$ cat src/rtl/ccr_consts.svh
// named offsets, bit positions, reset values and counts of the command block
`ifndef CCR_CONSTS_SVH
`define CCR_CONSTS_SVH

// word indexes on the bus, byte address is four times the index
`define CCR_CMD_INDEX       30'h0000_0001
`define CCR_STATUS_INDEX    30'h0000_0002

// command register bit positions
`define CCR_BIT_TX_REQ      0
`define CCR_BIT_ABORT       1
`define CCR_BIT_RELEASE     2
`define CCR_BIT_CLR_OVR     3
`define CCR_BIT_SLEEP       4
`define CCR_BIT_WAKE_SEL    5
`define CCR_BIT_B_CONNECT   6
`define CCR_BIT_A_CONNECT   7
`define CCR_ACTION_MSB      3
`define CCR_ACTION_ONES     4'hF

// status register bit positions
`define CCR_ST_TX_PENDING   0
`define CCR_ST_OVERRUN      1
`define CCR_ST_TX_COMPLETE  2
`define CCR_ST_TX_FREE      3
`define CCR_ST_RX_ENABLE    4
`define CCR_ST_SLEEPING     5

// reset values
`define CCR_RST_CONNECT     1'h1
`define CCR_RST_RX_ENABLE   1'h1
`define CCR_RST_TX_FREE     1'h1
`define CCR_RST_READY       1'h1
`define CCR_RESP_OKAY       1'h0

// bus transfer type bit that marks nonseq or seq
`define CCR_HTRANS_ACTIVE   1

// recessive bits that make a bus-free condition
`define CCR_BUS_FREE_BITS   11

`endif

$ cat src/rtl/ccr_pkg.sv
// types shared by the command block files
package ccr_pkg;

  typedef logic [31:0] ccr_word_type;
  typedef logic [31:0] ccr_addr_type;
  typedef logic [29:0] ccr_index_type;
  typedef logic [7:0]  ccr_byte_type;

  typedef enum logic {
    CCR_AWAKE,
    CCR_ASLEEP
  } ccr_power_type;

endpackage

$ cat src/rtl/ccr_bus_free_detect.sv
// counter of consecutive recessive bits that flags a free bus
`timescale 1ns/1ps
`include "ccr_consts.svh"

module ccr_bus_free_detect #(
  parameter int BITS = `CCR_BUS_FREE_BITS
) (
  // clock and reset
  input  wire logic core_clk,
  input  wire logic rstn,
  // bit stream
  input  wire logic restart,
  input  wire logic bit_strobe,
  input  wire logic bus_bit,
  // result
  output logic      bus_free
);
  import ccr_pkg::*;

  localparam int CW = $clog2(BITS + 1);

  logic [CW-1:0] count;
  logic [CW-1:0] next_count;

  always_comb begin
    next_count = count;
    if (restart) begin
      next_count = '0;
    end else if (bit_strobe) begin
      if (!bus_bit) begin
        next_count = '0;
      end else if (count != CW'(BITS)) begin
        next_count = count + 1'b1;
      end
    end
  end

  always_ff @(posedge core_clk or negedge rstn) begin
    if (!rstn) begin
      count    <= '0;
      bus_free <= 1'h0;
    end else begin
      count    <= next_count;
      bus_free <= (next_count == CW'(BITS));
    end
  end
endmodule

$ cat src/rtl/ccr_command_register.sv
// command register of the can controller with its ahb-lite slave
`timescale 1ns/1ps
`include "ccr_consts.svh"

module ccr_command_register #(
  parameter int BUS_FREE_BITS = `CCR_BUS_FREE_BITS
) (
  // clock and reset
  input  wire logic                  core_clk,
  input  wire logic                  rstn,
  // ahb-lite slave
  input  wire logic                  hsel,
  input  wire ccr_pkg::ccr_addr_type haddr,
  input  wire logic [1:0]            htrans,
  input  wire logic                  hwrite,
  input  wire logic [2:0]            hsize,
  input  wire ccr_pkg::ccr_word_type hwdata,
  input  wire logic                  hready,
  output ccr_pkg::ccr_word_type      hrdata,
  output logic                       hreadyout,
  output logic                       hresp,
  // transfer layer status
  input  wire logic                  tx_in_progress,
  input  wire logic                  tx_start,
  input  wire logic                  tx_success,
  input  wire logic                  overrun_set,
  input  wire logic                  interrupt_pending,
  // bus observation
  input  wire logic                  bus_activity,
  input  wire logic                  bit_strobe,
  input  wire logic                  bus_bit,
  // command pulses to the transfer layer
  output logic                       tx_request_cmd,
  output logic                       abort_tx_cmd,
  output logic                       release_rx_buffer_cmd,
  output logic                       clear_overrun_cmd,
  // flags and states
  output logic                       tx_pending,
  output logic                       tx_complete_flag,
  output logic                       tx_buffer_free_flag,
  output logic                       data_overrun_flag,
  output logic                       sleep_state,
  output logic                       wake_interrupt,
  output logic                       rx_enable,
  // receive comparator control
  output logic                       wake_detect_select,
  output logic                       bus_input_a_connect,
  output logic                       bus_input_b_connect
);
  import ccr_pkg::*;

  function automatic logic is_index(ccr_index_type idx, ccr_index_type want);
    is_index = (idx == want);
  endfunction

  logic          addr_take;
  logic          wr_phase;
  logic          rd_phase;
  logic          rd_is_cmd;
  ccr_index_type wr_index;
  logic          cmd_wr;
  ccr_byte_type  wbyte;
  ccr_byte_type  cmd_view;
  ccr_byte_type  status_view;
  ccr_word_type  next_rdata;
  logic          next_tx_pending;
  logic          sleep_request;
  ccr_power_type power_state;
  ccr_power_type next_power;
  logic          bus_wake;
  logic          bus_free;

  assign addr_take = hsel && hready && htrans[`CCR_HTRANS_ACTIVE];
  assign cmd_wr    = wr_phase && is_index(wr_index, `CCR_CMD_INDEX);
  assign wbyte     = hwdata[7:0];
  assign bus_wake  = (power_state == CCR_ASLEEP) && bus_activity;

  // address phase capture
  always_ff @(posedge core_clk or negedge rstn) begin
    if (!rstn) begin
      wr_phase  <= 1'h0;
      rd_phase  <= 1'h0;
      rd_is_cmd <= 1'h0;
      wr_index  <= '0;
    end else begin
      wr_phase  <= addr_take && hwrite;
      rd_phase  <= addr_take && !hwrite;
      rd_is_cmd <= is_index(haddr[31:2], `CCR_CMD_INDEX);
      wr_index  <= haddr[31:2];
    end
  end

  // read views
  always_comb begin
    cmd_view = '0;
    cmd_view[`CCR_ACTION_MSB:0] = `CCR_ACTION_ONES;
    cmd_view[`CCR_BIT_SLEEP]     = sleep_state;
    cmd_view[`CCR_BIT_WAKE_SEL]  = wake_detect_select;
    cmd_view[`CCR_BIT_B_CONNECT] = bus_input_b_connect;
    cmd_view[`CCR_BIT_A_CONNECT] = bus_input_a_connect;
    status_view = '0;
    status_view[`CCR_ST_TX_PENDING]  = tx_pending;
    status_view[`CCR_ST_OVERRUN]     = data_overrun_flag;
    status_view[`CCR_ST_TX_COMPLETE] = tx_complete_flag;
    status_view[`CCR_ST_TX_FREE]     = tx_buffer_free_flag;
    status_view[`CCR_ST_RX_ENABLE]   = rx_enable;
    status_view[`CCR_ST_SLEEPING]    = sleep_state;
    next_rdata = '0;
    if (addr_take && !hwrite) begin
      if (is_index(haddr[31:2], `CCR_CMD_INDEX)) begin
        next_rdata = {24'h00_0000, cmd_view};
      end else if (is_index(haddr[31:2], `CCR_STATUS_INDEX)) begin
        next_rdata = {24'h00_0000, status_view};
      end
    end
  end

  // bus answer, zero wait states and always okay
  always_ff @(posedge core_clk or negedge rstn) begin
    if (!rstn) begin
      hrdata    <= '0;
      hreadyout <= `CCR_RST_READY;
      hresp     <= `CCR_RESP_OKAY;
    end else begin
      hrdata    <= next_rdata;
      hreadyout <= `CCR_RST_READY;
      hresp     <= `CCR_RESP_OKAY;
    end
  end

  // one-cycle command pulses
  always_ff @(posedge core_clk or negedge rstn) begin
    if (!rstn) begin
      tx_request_cmd        <= 1'h0;
      abort_tx_cmd          <= 1'h0;
      release_rx_buffer_cmd <= 1'h0;
      clear_overrun_cmd     <= 1'h0;
    end else begin
      tx_request_cmd        <= cmd_wr && wbyte[`CCR_BIT_TX_REQ];
      abort_tx_cmd          <= cmd_wr && wbyte[`CCR_BIT_ABORT];
      release_rx_buffer_cmd <= cmd_wr && wbyte[`CCR_BIT_RELEASE];
      clear_overrun_cmd     <= cmd_wr && wbyte[`CCR_BIT_CLR_OVR];
    end
  end

  // pending request, abort wins over a request in the same write
  always_comb begin
    next_tx_pending = tx_pending;
    if (tx_start) begin
      next_tx_pending = 1'h0;
    end
    if (cmd_wr && wbyte[`CCR_BIT_TX_REQ]) begin
      next_tx_pending = 1'h1;
    end
    if (cmd_wr && wbyte[`CCR_BIT_ABORT]) begin
      next_tx_pending = 1'h0;
    end
  end

  always_ff @(posedge core_clk or negedge rstn) begin
    if (!rstn) begin
      tx_pending          <= 1'h0;
      tx_buffer_free_flag <= `CCR_RST_TX_FREE;
    end else begin
      tx_pending          <= next_tx_pending;
      tx_buffer_free_flag <= !(next_tx_pending || tx_in_progress);
    end
  end

  // transmission complete flag
  always_ff @(posedge core_clk or negedge rstn) begin
    if (!rstn) begin
      tx_complete_flag <= 1'h0;
    end else if (tx_success) begin
      tx_complete_flag <= 1'h1;
    end else if (cmd_wr && wbyte[`CCR_BIT_TX_REQ]) begin
      tx_complete_flag <= 1'h0;
    end
  end

  // data overrun flag, a new overrun beats the clear
  always_ff @(posedge core_clk or negedge rstn) begin
    if (!rstn) begin
      data_overrun_flag <= 1'h0;
    end else if (overrun_set) begin
      data_overrun_flag <= 1'h1;
    end else if (cmd_wr && wbyte[`CCR_BIT_CLR_OVR]) begin
      data_overrun_flag <= 1'h0;
    end
  end

  // sleep request and wake mode
  always_ff @(posedge core_clk or negedge rstn) begin
    if (!rstn) begin
      sleep_request      <= 1'h0;
      wake_detect_select <= 1'h0;
    end else if (cmd_wr) begin
      sleep_request      <= wbyte[`CCR_BIT_SLEEP];
      wake_detect_select <= wbyte[`CCR_BIT_WAKE_SEL];
    end else if (bus_wake) begin
      sleep_request      <= 1'h0;
    end
  end

  // power state
  always_comb begin
    next_power = power_state;
    case (power_state)
      CCR_AWAKE: begin
        if (sleep_request && !interrupt_pending && !bus_activity) begin
          next_power = CCR_ASLEEP;
        end
      end
      CCR_ASLEEP: begin
        if (bus_activity || !sleep_request) begin
          next_power = CCR_AWAKE;
        end
      end
      default: begin
        next_power = CCR_AWAKE;
      end
    endcase
  end

  always_ff @(posedge core_clk or negedge rstn) begin
    if (!rstn) begin
      power_state    <= CCR_AWAKE;
      sleep_state    <= 1'h0;
      wake_interrupt <= 1'h0;
    end else begin
      power_state    <= next_power;
      sleep_state    <= (next_power == CCR_ASLEEP);
      wake_interrupt <= (power_state == CCR_ASLEEP) &&
                        (next_power == CCR_AWAKE);
    end
  end

  // receive enable, withheld after a bus wake until the bus is free
  ccr_bus_free_detect #(
    .BITS       (BUS_FREE_BITS)
  ) u_bus_free (
    .core_clk   (core_clk),
    .rstn       (rstn),
    .restart    (bus_wake),
    .bit_strobe (bit_strobe),
    .bus_bit    (bus_bit),
    .bus_free   (bus_free)
  );

  always_ff @(posedge core_clk or negedge rstn) begin
    if (!rstn) begin
      rx_enable <= `CCR_RST_RX_ENABLE;
    end else if (bus_wake) begin
      rx_enable <= 1'h0;
    end else if (bus_free) begin
      rx_enable <= 1'h1;
    end
  end

  // receive input switches
  always_ff @(posedge core_clk or negedge rstn) begin
    if (!rstn) begin
      bus_input_a_connect <= `CCR_RST_CONNECT;
      bus_input_b_connect <= `CCR_RST_CONNECT;
    end else if (cmd_wr && (wbyte[`CCR_BIT_A_CONNECT] ||
                            wbyte[`CCR_BIT_B_CONNECT])) begin
      bus_input_a_connect <= wbyte[`CCR_BIT_A_CONNECT];
      bus_input_b_connect <= wbyte[`CCR_BIT_B_CONNECT];
    end
  end
endmodule

$ cat config.mk
export PLATFORM = sky130hd
export DESIGN_NAME = ccr_command_register
export DESIGN_NICKNAME = d
export VERILOG_FILES = /design/src/rtl/ccr_pkg.sv /design/src/rtl/ccr_bus_free_detect.sv /design/src/rtl/ccr_command_register.sv
export VERILOG_INCLUDE_DIRS = /design/src /design/src/rtl
export SDC_FILE = /design/constraint.sdc
export NUM_CORES = 1
export LEC_CHECK = 0
export BUFFER_PORTS_ARGS = -buffer_cell sky130_fd_sc_hd__buf_2
export CAP_MARGIN = 20
export CORE_MARGIN = 5
export CORE_UTILIZATION = 39
export DETAILED_ROUTE_END_ITERATION = 10
export GPL_ROUTABILITY_DRIVEN = 0
export PLACE_DENSITY = 0.75
export SLEW_MARGIN = 20
export SYNTH_ARGS = -nofsm -noshare
export SYNTH_HDL_FRONTEND = slang
export SYNTH_HIERARCHICAL = 1
export SYNTH_SLANG_ARGS = --single-unit
$ cat constraint.sdc
create_clock -name core_clk -period 1.35 [get_ports core_clk]
set_input_delay 0.27 -clock core_clk [delete_from_list [all_inputs] [get_ports core_clk]]
set_output_delay 0.27 -clock core_clk [all_outputs]
set_load 0.05 [all_outputs]
Yosys cells after proc, flatten, opt, wreduce, memory -nomap -nowiden
Index checks and enable logic that the tools add are counted.
{"block": "op_classes", "n_addsub": 1, "eq_ne": 5, "muxes": 21, "n_bitwise": 2, "n_reduce_logical": 26}
{"cell": "30-bit by 1-bit equality test with 1-bit output (second input constant)", "n": 2}
{"cell": "32-bit 2-to-1 mux", "n": 1}
{"cell": "30-bit by 2-bit equality test with 1-bit output (second input constant)", "n": 1}
{"cell": "4-bit 2-to-1 mux", "n": 4}
{"cell": "1-bit logical AND", "n": 14}
{"cell": "1-bit 2-to-1 mux", "n": 13}
{"cell": "8-bit 2-to-1 mux", "n": 1}
{"cell": "2-bit nonzero test", "n": 4}
{"cell": "6-bit 2-to-1 mux", "n": 1}
{"cell": "1-bit zero test", "n": 5}
{"cell": "4-bit by 1-bit adder with 4-bit output (second input constant)", "n": 1}
{"cell": "4-bit equality test (second input constant)", "n": 1}
{"cell": "4-bit != test (second input constant)", "n": 1}
{"cell": "1-bit logical OR", "n": 3}
{"cell": "1-bit NOT", "n": 2}
{"cell": "1-bit one-hot mux with 2 select lines", "n": 1}
{"block": "totals", "ff_bits": 83, "input_bits": 82, "output_inout_bits": 48, "elab_cells": 75}

Logic depth before layout (Yosys ltp)
{"block": "depth", "depth_word": 7, "depth_mapped": 6, "ltp_nobuf": 5}

Modules after synthesis
The synthesis kept the hierarchy.
{"module": "ccr_command_register", "n_inst": 1, "cells_per_inst": 157, "area_each_um2": 2033.2, "seq_area_each_um2": 1356.3}
{"module": "ccr_bus_free_detect", "n_inst": 1, "cells_per_inst": 28, "area_each_um2": 282.8, "seq_area_each_um2": 125.1}

Worst setup path after synthesis
OpenSTA, ideal clock, no wires.
{"block": "synth_path", "path_type": "flip-flop to flip-flop", "start": "register wr_index[1]", "end": "register wake_detect_select", "setup_time_ns": 0.125, "arrival_ns": 1.337, "t_required_ns": 1.225, "path_slack_ns": -0.113, "stages_incl_launch_ff": 6, "n_path_buf": 1, "period_less_slack_ns": 1.463, "cell_sequence": "dfrtp_1 -> nor4b_1 -> and4_1 -> buf_6 -> and2_4 -> mux2_4"}
{"block": "synth_between", "elab_chain_cells": 2}
{"item": "start: declaration", "line_no": "ccr_command_register.sv:60", "source": "ccr_index_type wr_index;"}
{"item": "start signal: assignment", "line_no": "ccr_command_register.sv:89", "source": "wr_index <= haddr[31:2];"}
{"item": "30-bit by 1-bit equality test with 1-bit output", "line_no": "ccr_command_register.sv:53", "source": "is_index = (idx == want);"}
{"item": "1-bit logical AND", "line_no": "ccr_command_register.sv:74", "source": "assign cmd_wr = wr_phase && is_index(wr_index, `CCR_CMD_INDEX);"}
{"item": "end signal: assignment", "line_no": "ccr_command_register.sv:199", "source": "wake_detect_select <= wbyte[`CCR_BIT_WAKE_SEL];"}
{"item": "end: declaration", "line_no": "ccr_command_register.sv:46", "source": "output logic wake_detect_select,"}
No other way between the ends.
A chain may end at the register's enable or synchronous reset.

Worst setup path after layout
{"block": "layout_path", "start": "register wr_index[23]", "end": "register wake_detect_select"}
The elaborated chain is that of the path after synthesis.

==> impl_metrics.json <==
{
  "cp.buffers_inverters": 0,
  "yosysUniqueCellTypes": 37,
  "drt_iter0_markers": 65,
  "netlist_instances": 185,
  "cts_tree": "done",
  "critPathTopFamily": "simple AND/OR/NAND/NOR gates",
  "synth_seq_cells": 59,
  "maxSlewViolCount": 0,
  "vias": 1590,
  "postSynth.asyncResetShare_pct": 100,
  "synth_top_flop_cell": "dfrtp_1",
  "path_cells": "nor4_2 -> and4_1 -> and2_4 -> mux2_4",
  "hp-class": "input port to flop",
  "grt_pass1_vias": 1512,
  "violations": "setup timing",
  "post-place-cells": 335,
  "portBuffers": 73,
  "wire_per_inst_um": 13.4,
  "die-area_mm2": 0.00758,
  "cts_buffers": 9,
  "track_usage_pct": 12.9,
  "ir_drop_mv": 0.676,
  "reg_top3": "wr_index x30, hrdata x8, u_bus_free/count x4",
  "dieWidth_um": 87.1,
  "hpwl_um": 3560,
  "min_path_cells": 1,
  "min_from": "haddr[26]",
  "ff2ff_path_depth": 4,
  "dieHeight_um": 87.1,
  "status": "finished, violations left",
  "diodes": 0,
  "grt_overflow": 0,
  "clock_path_buffers": 2,
  "coreArea_mm2": 0.00585,
  "final_nets": 357,
  "clock-sinks": 59,
  "dr.pass1.iters": 4,
  "layout_setup_ws_ns": -0.161,
  "yosysWarnings": 6,
  "post-route-period-util_pct": 112,
  "io_pins": 130,
  "placed_cell_area_mm2": 0.00271,
  "reg2reg_to": "wake_detect_select$_DFFE_PN0N_",
  "ys_seq_area_share_pct": 64.0,
  "rsz0062_at_grt": "true",
  "cpPeakStageDelay_ns": 0.37,
  "initial_utilization_pct": 39.6,
  "cts.reportedPaths.clkPinSlew_ns": 0.07,
  "finish.instance_area_mm2": 0.00303,
  "power_density_mw_per_mm2": 1390,
  "synth_enable_flop_cells": 0,
  "rows": 28,
  "clk_latency_ns": 0.33,
  "hold_end": "wr_index[24]$_DFF_PN0_",
  "hold_viol_final": 0,
  "ant_nets": 0,
  "layout-drive-gt1-share_pct": 42.3,
  "cp.arrival_ns": 1.73,
  "endpoint_kind": "flop",
  "largest_register": "wr_index",
  "maxCapViolCount": 0,
  "reg2reg_from": "wr_index[23]$_DFF_PN0_",
  "worstSetupPathType": "flop to flop",
  "drt_wl_total_um": 4730,
  "critPathLaunchType": "flop",
  "leakagePower_nw": 1.52,
  "grt_max_degree": 60,
  "fin_skew_ns": 0.00713,
  "grt_pass1_wl_um": 7110,
  "syn-cell-area_mm2": 0.00232,
  "cp_max_fo": 2,
  "largest_register_ffs": 30,
  "post-route-min-period_ns": 1.51,
  "cp.required_ns": 1.57,
  "remaining_drc_errors": 0,
  "cts.htree.levels": 3,
  "regToRegSetupSlack_ns": -0.16,
  "setup_viol": 9,
  "fmax_mhz": 662,
  "instances_no_fill": 354,
  "critical_path.slowest_cell": "dfrtp_1",
  "area_growth_pct": 30.8,
  "antenna_found_initial": 0,
  "syn_area_per_cell_um2": 12.5,
  "via_per_inst": 4.49,
  "clock-root-buffer": "clkbuf_8"
}
==> repair_timing <==
| item | 4_1_cts | 5_1_grt |
|---|---|---|
| hold buffers | 1 | 0 |
| gates cloned | 0 | 0 |
| pin swaps | 3 | 6 |
| setup endpoints to repair | 17 | 15 |
| gates resized for setup | 9 | 13 |
| endpoints found under the hold margin | 55 | 0 |
| buffers inserted | 0 | 2 |
==> cells in the mapped netlist, drive strengths merged, types with 2 or more instances <==
cell	n	area share [%]
nor2b	4	1.1
nand2	3	0.70
a21oi	9	1.9
nor4b	2	1.0
and3	3	0.92
xor2	2	0.76
nand3	13	3.0
inv	8	1.3
buf	29	9.5
and4	5	1.9
nor4	11	3.0
a21o	3	0.97
conb	2	0.32
nor2	8	1.3
mux2i	2	0.86
dfrtp	55	59
and2	4	1.2
nor3	6	1.5
o21ai	3	1.1
dfstp	4	4.5
nand2b	2	0.54
==> worst max path at each step <==
stage	startpoint	to	slack, ns	cells after the start
2_1_floorplan	wr_index[9]$_DFF_PN0_	wake_detect_select$_DFFE_PN0N_	-0.11	5
3_3_place_gp	wr_index[23]$_DFF_PN0_	tx_complete_flag$_DFFE_PN0P_	-0.19	5
3_5_place_dp	wr_index[23]$_DFF_PN0_	wake_detect_select$_DFFE_PN0N_	-0.20	4
4_1_cts	wr_index[24]$_DFF_PN0_	wake_detect_select$_DFFE_PN0N_	-0.18	4
5_1_grt	wr_index[23]$_DFF_PN0_	wake_detect_select$_DFFE_PN0N_	-0.23	4
6_report	wr_index[23]$_DFF_PN0_	wake_detect_select$_DFFE_PN0N_	-0.16	4
==> power by group <==
| group | internal (mW) | total (mW) | switching (mW) |
|---|---|---|---|
| Clock | 1.03 | 1.70 | 0.665 |
| Sequential | 1.87 | 1.94 | 0.0698 |
| Combinational | 0.185 | 0.557 | 0.373 |
| Total | 3.09 | 4.20 | 1.11 |
==> area by class of cell <==
| cell class | count | area (um2) |
|---|---|---|
| clock inverter | 5 | 77.6 |
| inverter | 8 | 30.0 |
| multi-input combinational | 113 | 721 |
| fill | 535 | 2820 |
| sequential | 59 | 1480 |
| timing repair buffer | 83 | 494 |
| clock buffer | 11 | 131 |
| tap | 75 | 93.8 |
==> logic make-up (layout without fill, tap and decap cells) <==
kind of cell / count (synthesis) / after routing / share of synthesized area (%)
AOI/OAI and AO/OA: 19 / 19 / 5.46
buffers and inverters: 37 / 107 / 10.8
DFF: 59 / 59 / 64.0
adders and majority gates: 1 / 1 / 0.540
and+or+nand+nor: 62 / 62 / 16.7
muxes: 3 / 3 / 1.51
other: 2 / 26 / 0.324
xor gates and xnor gates: 2 / 2 / 0.756
==> layer usage <==
metal	share of wire [%]	track usage, %	wire (um)	up-vias
met5	0	0	0	-
met4	2.2	9.35	103	0
met3	7.5	3.50	353	9
met2	50	19.9	2350	59
met1	41	15.5	1930	757
li1	-	-	-	765
==> worst reg2reg max path, cell delays in order, from the launching register on <==
cell and delay (ns):
dfrtp_1 0.37, nor4_2 0.27, and4_1 0.28, and2_4 0.18
mux2_4 0.30
==> stage by stage <==
step                      total power [mW]  hold WS, ns  setup slack (ns)  TNS, ns  util [%]
after global routing                  4.41       0.0221            -0.232    -1.70      51.8
after global placement                2.48        0.291            -0.186    -2.08      46.3
final                                 4.20       0.0552            -0.161   -0.851      51.8
after CTS                             4.23       0.0321            -0.176    -1.05      50.6
after detailed placement              2.49        0.296            -0.197    -2.23      46.3
after floorplan                       2.36      -0.0256            -0.107   -0.107         -
==> cell usage in the layout (no fill, tap or decap), types with 3 or more instances in the layout <==
| master | count |
|---|---|
| buf_2 | 68 |
| dfrtp_1 | 55 |
| conb_1 | 26 |
| nand3_1 | 11 |
| nor4_1 | 9 |
| clkbuf_8 | 9 |
| nor2_1 | 8 |
| a21oi_1 | 8 |
| buf_4 | 8 |
| inv_1 | 6 |
| and4_1 | 5 |
| nor3_1 | 5 |
| nor2b_1 | 4 |
| dfstp_2 | 4 |
| and2_1 | 3 |
| a21o_1 | 3 |
| buf_6 | 3 |
No activity file was read; power rests on OpenSTA's default activity.
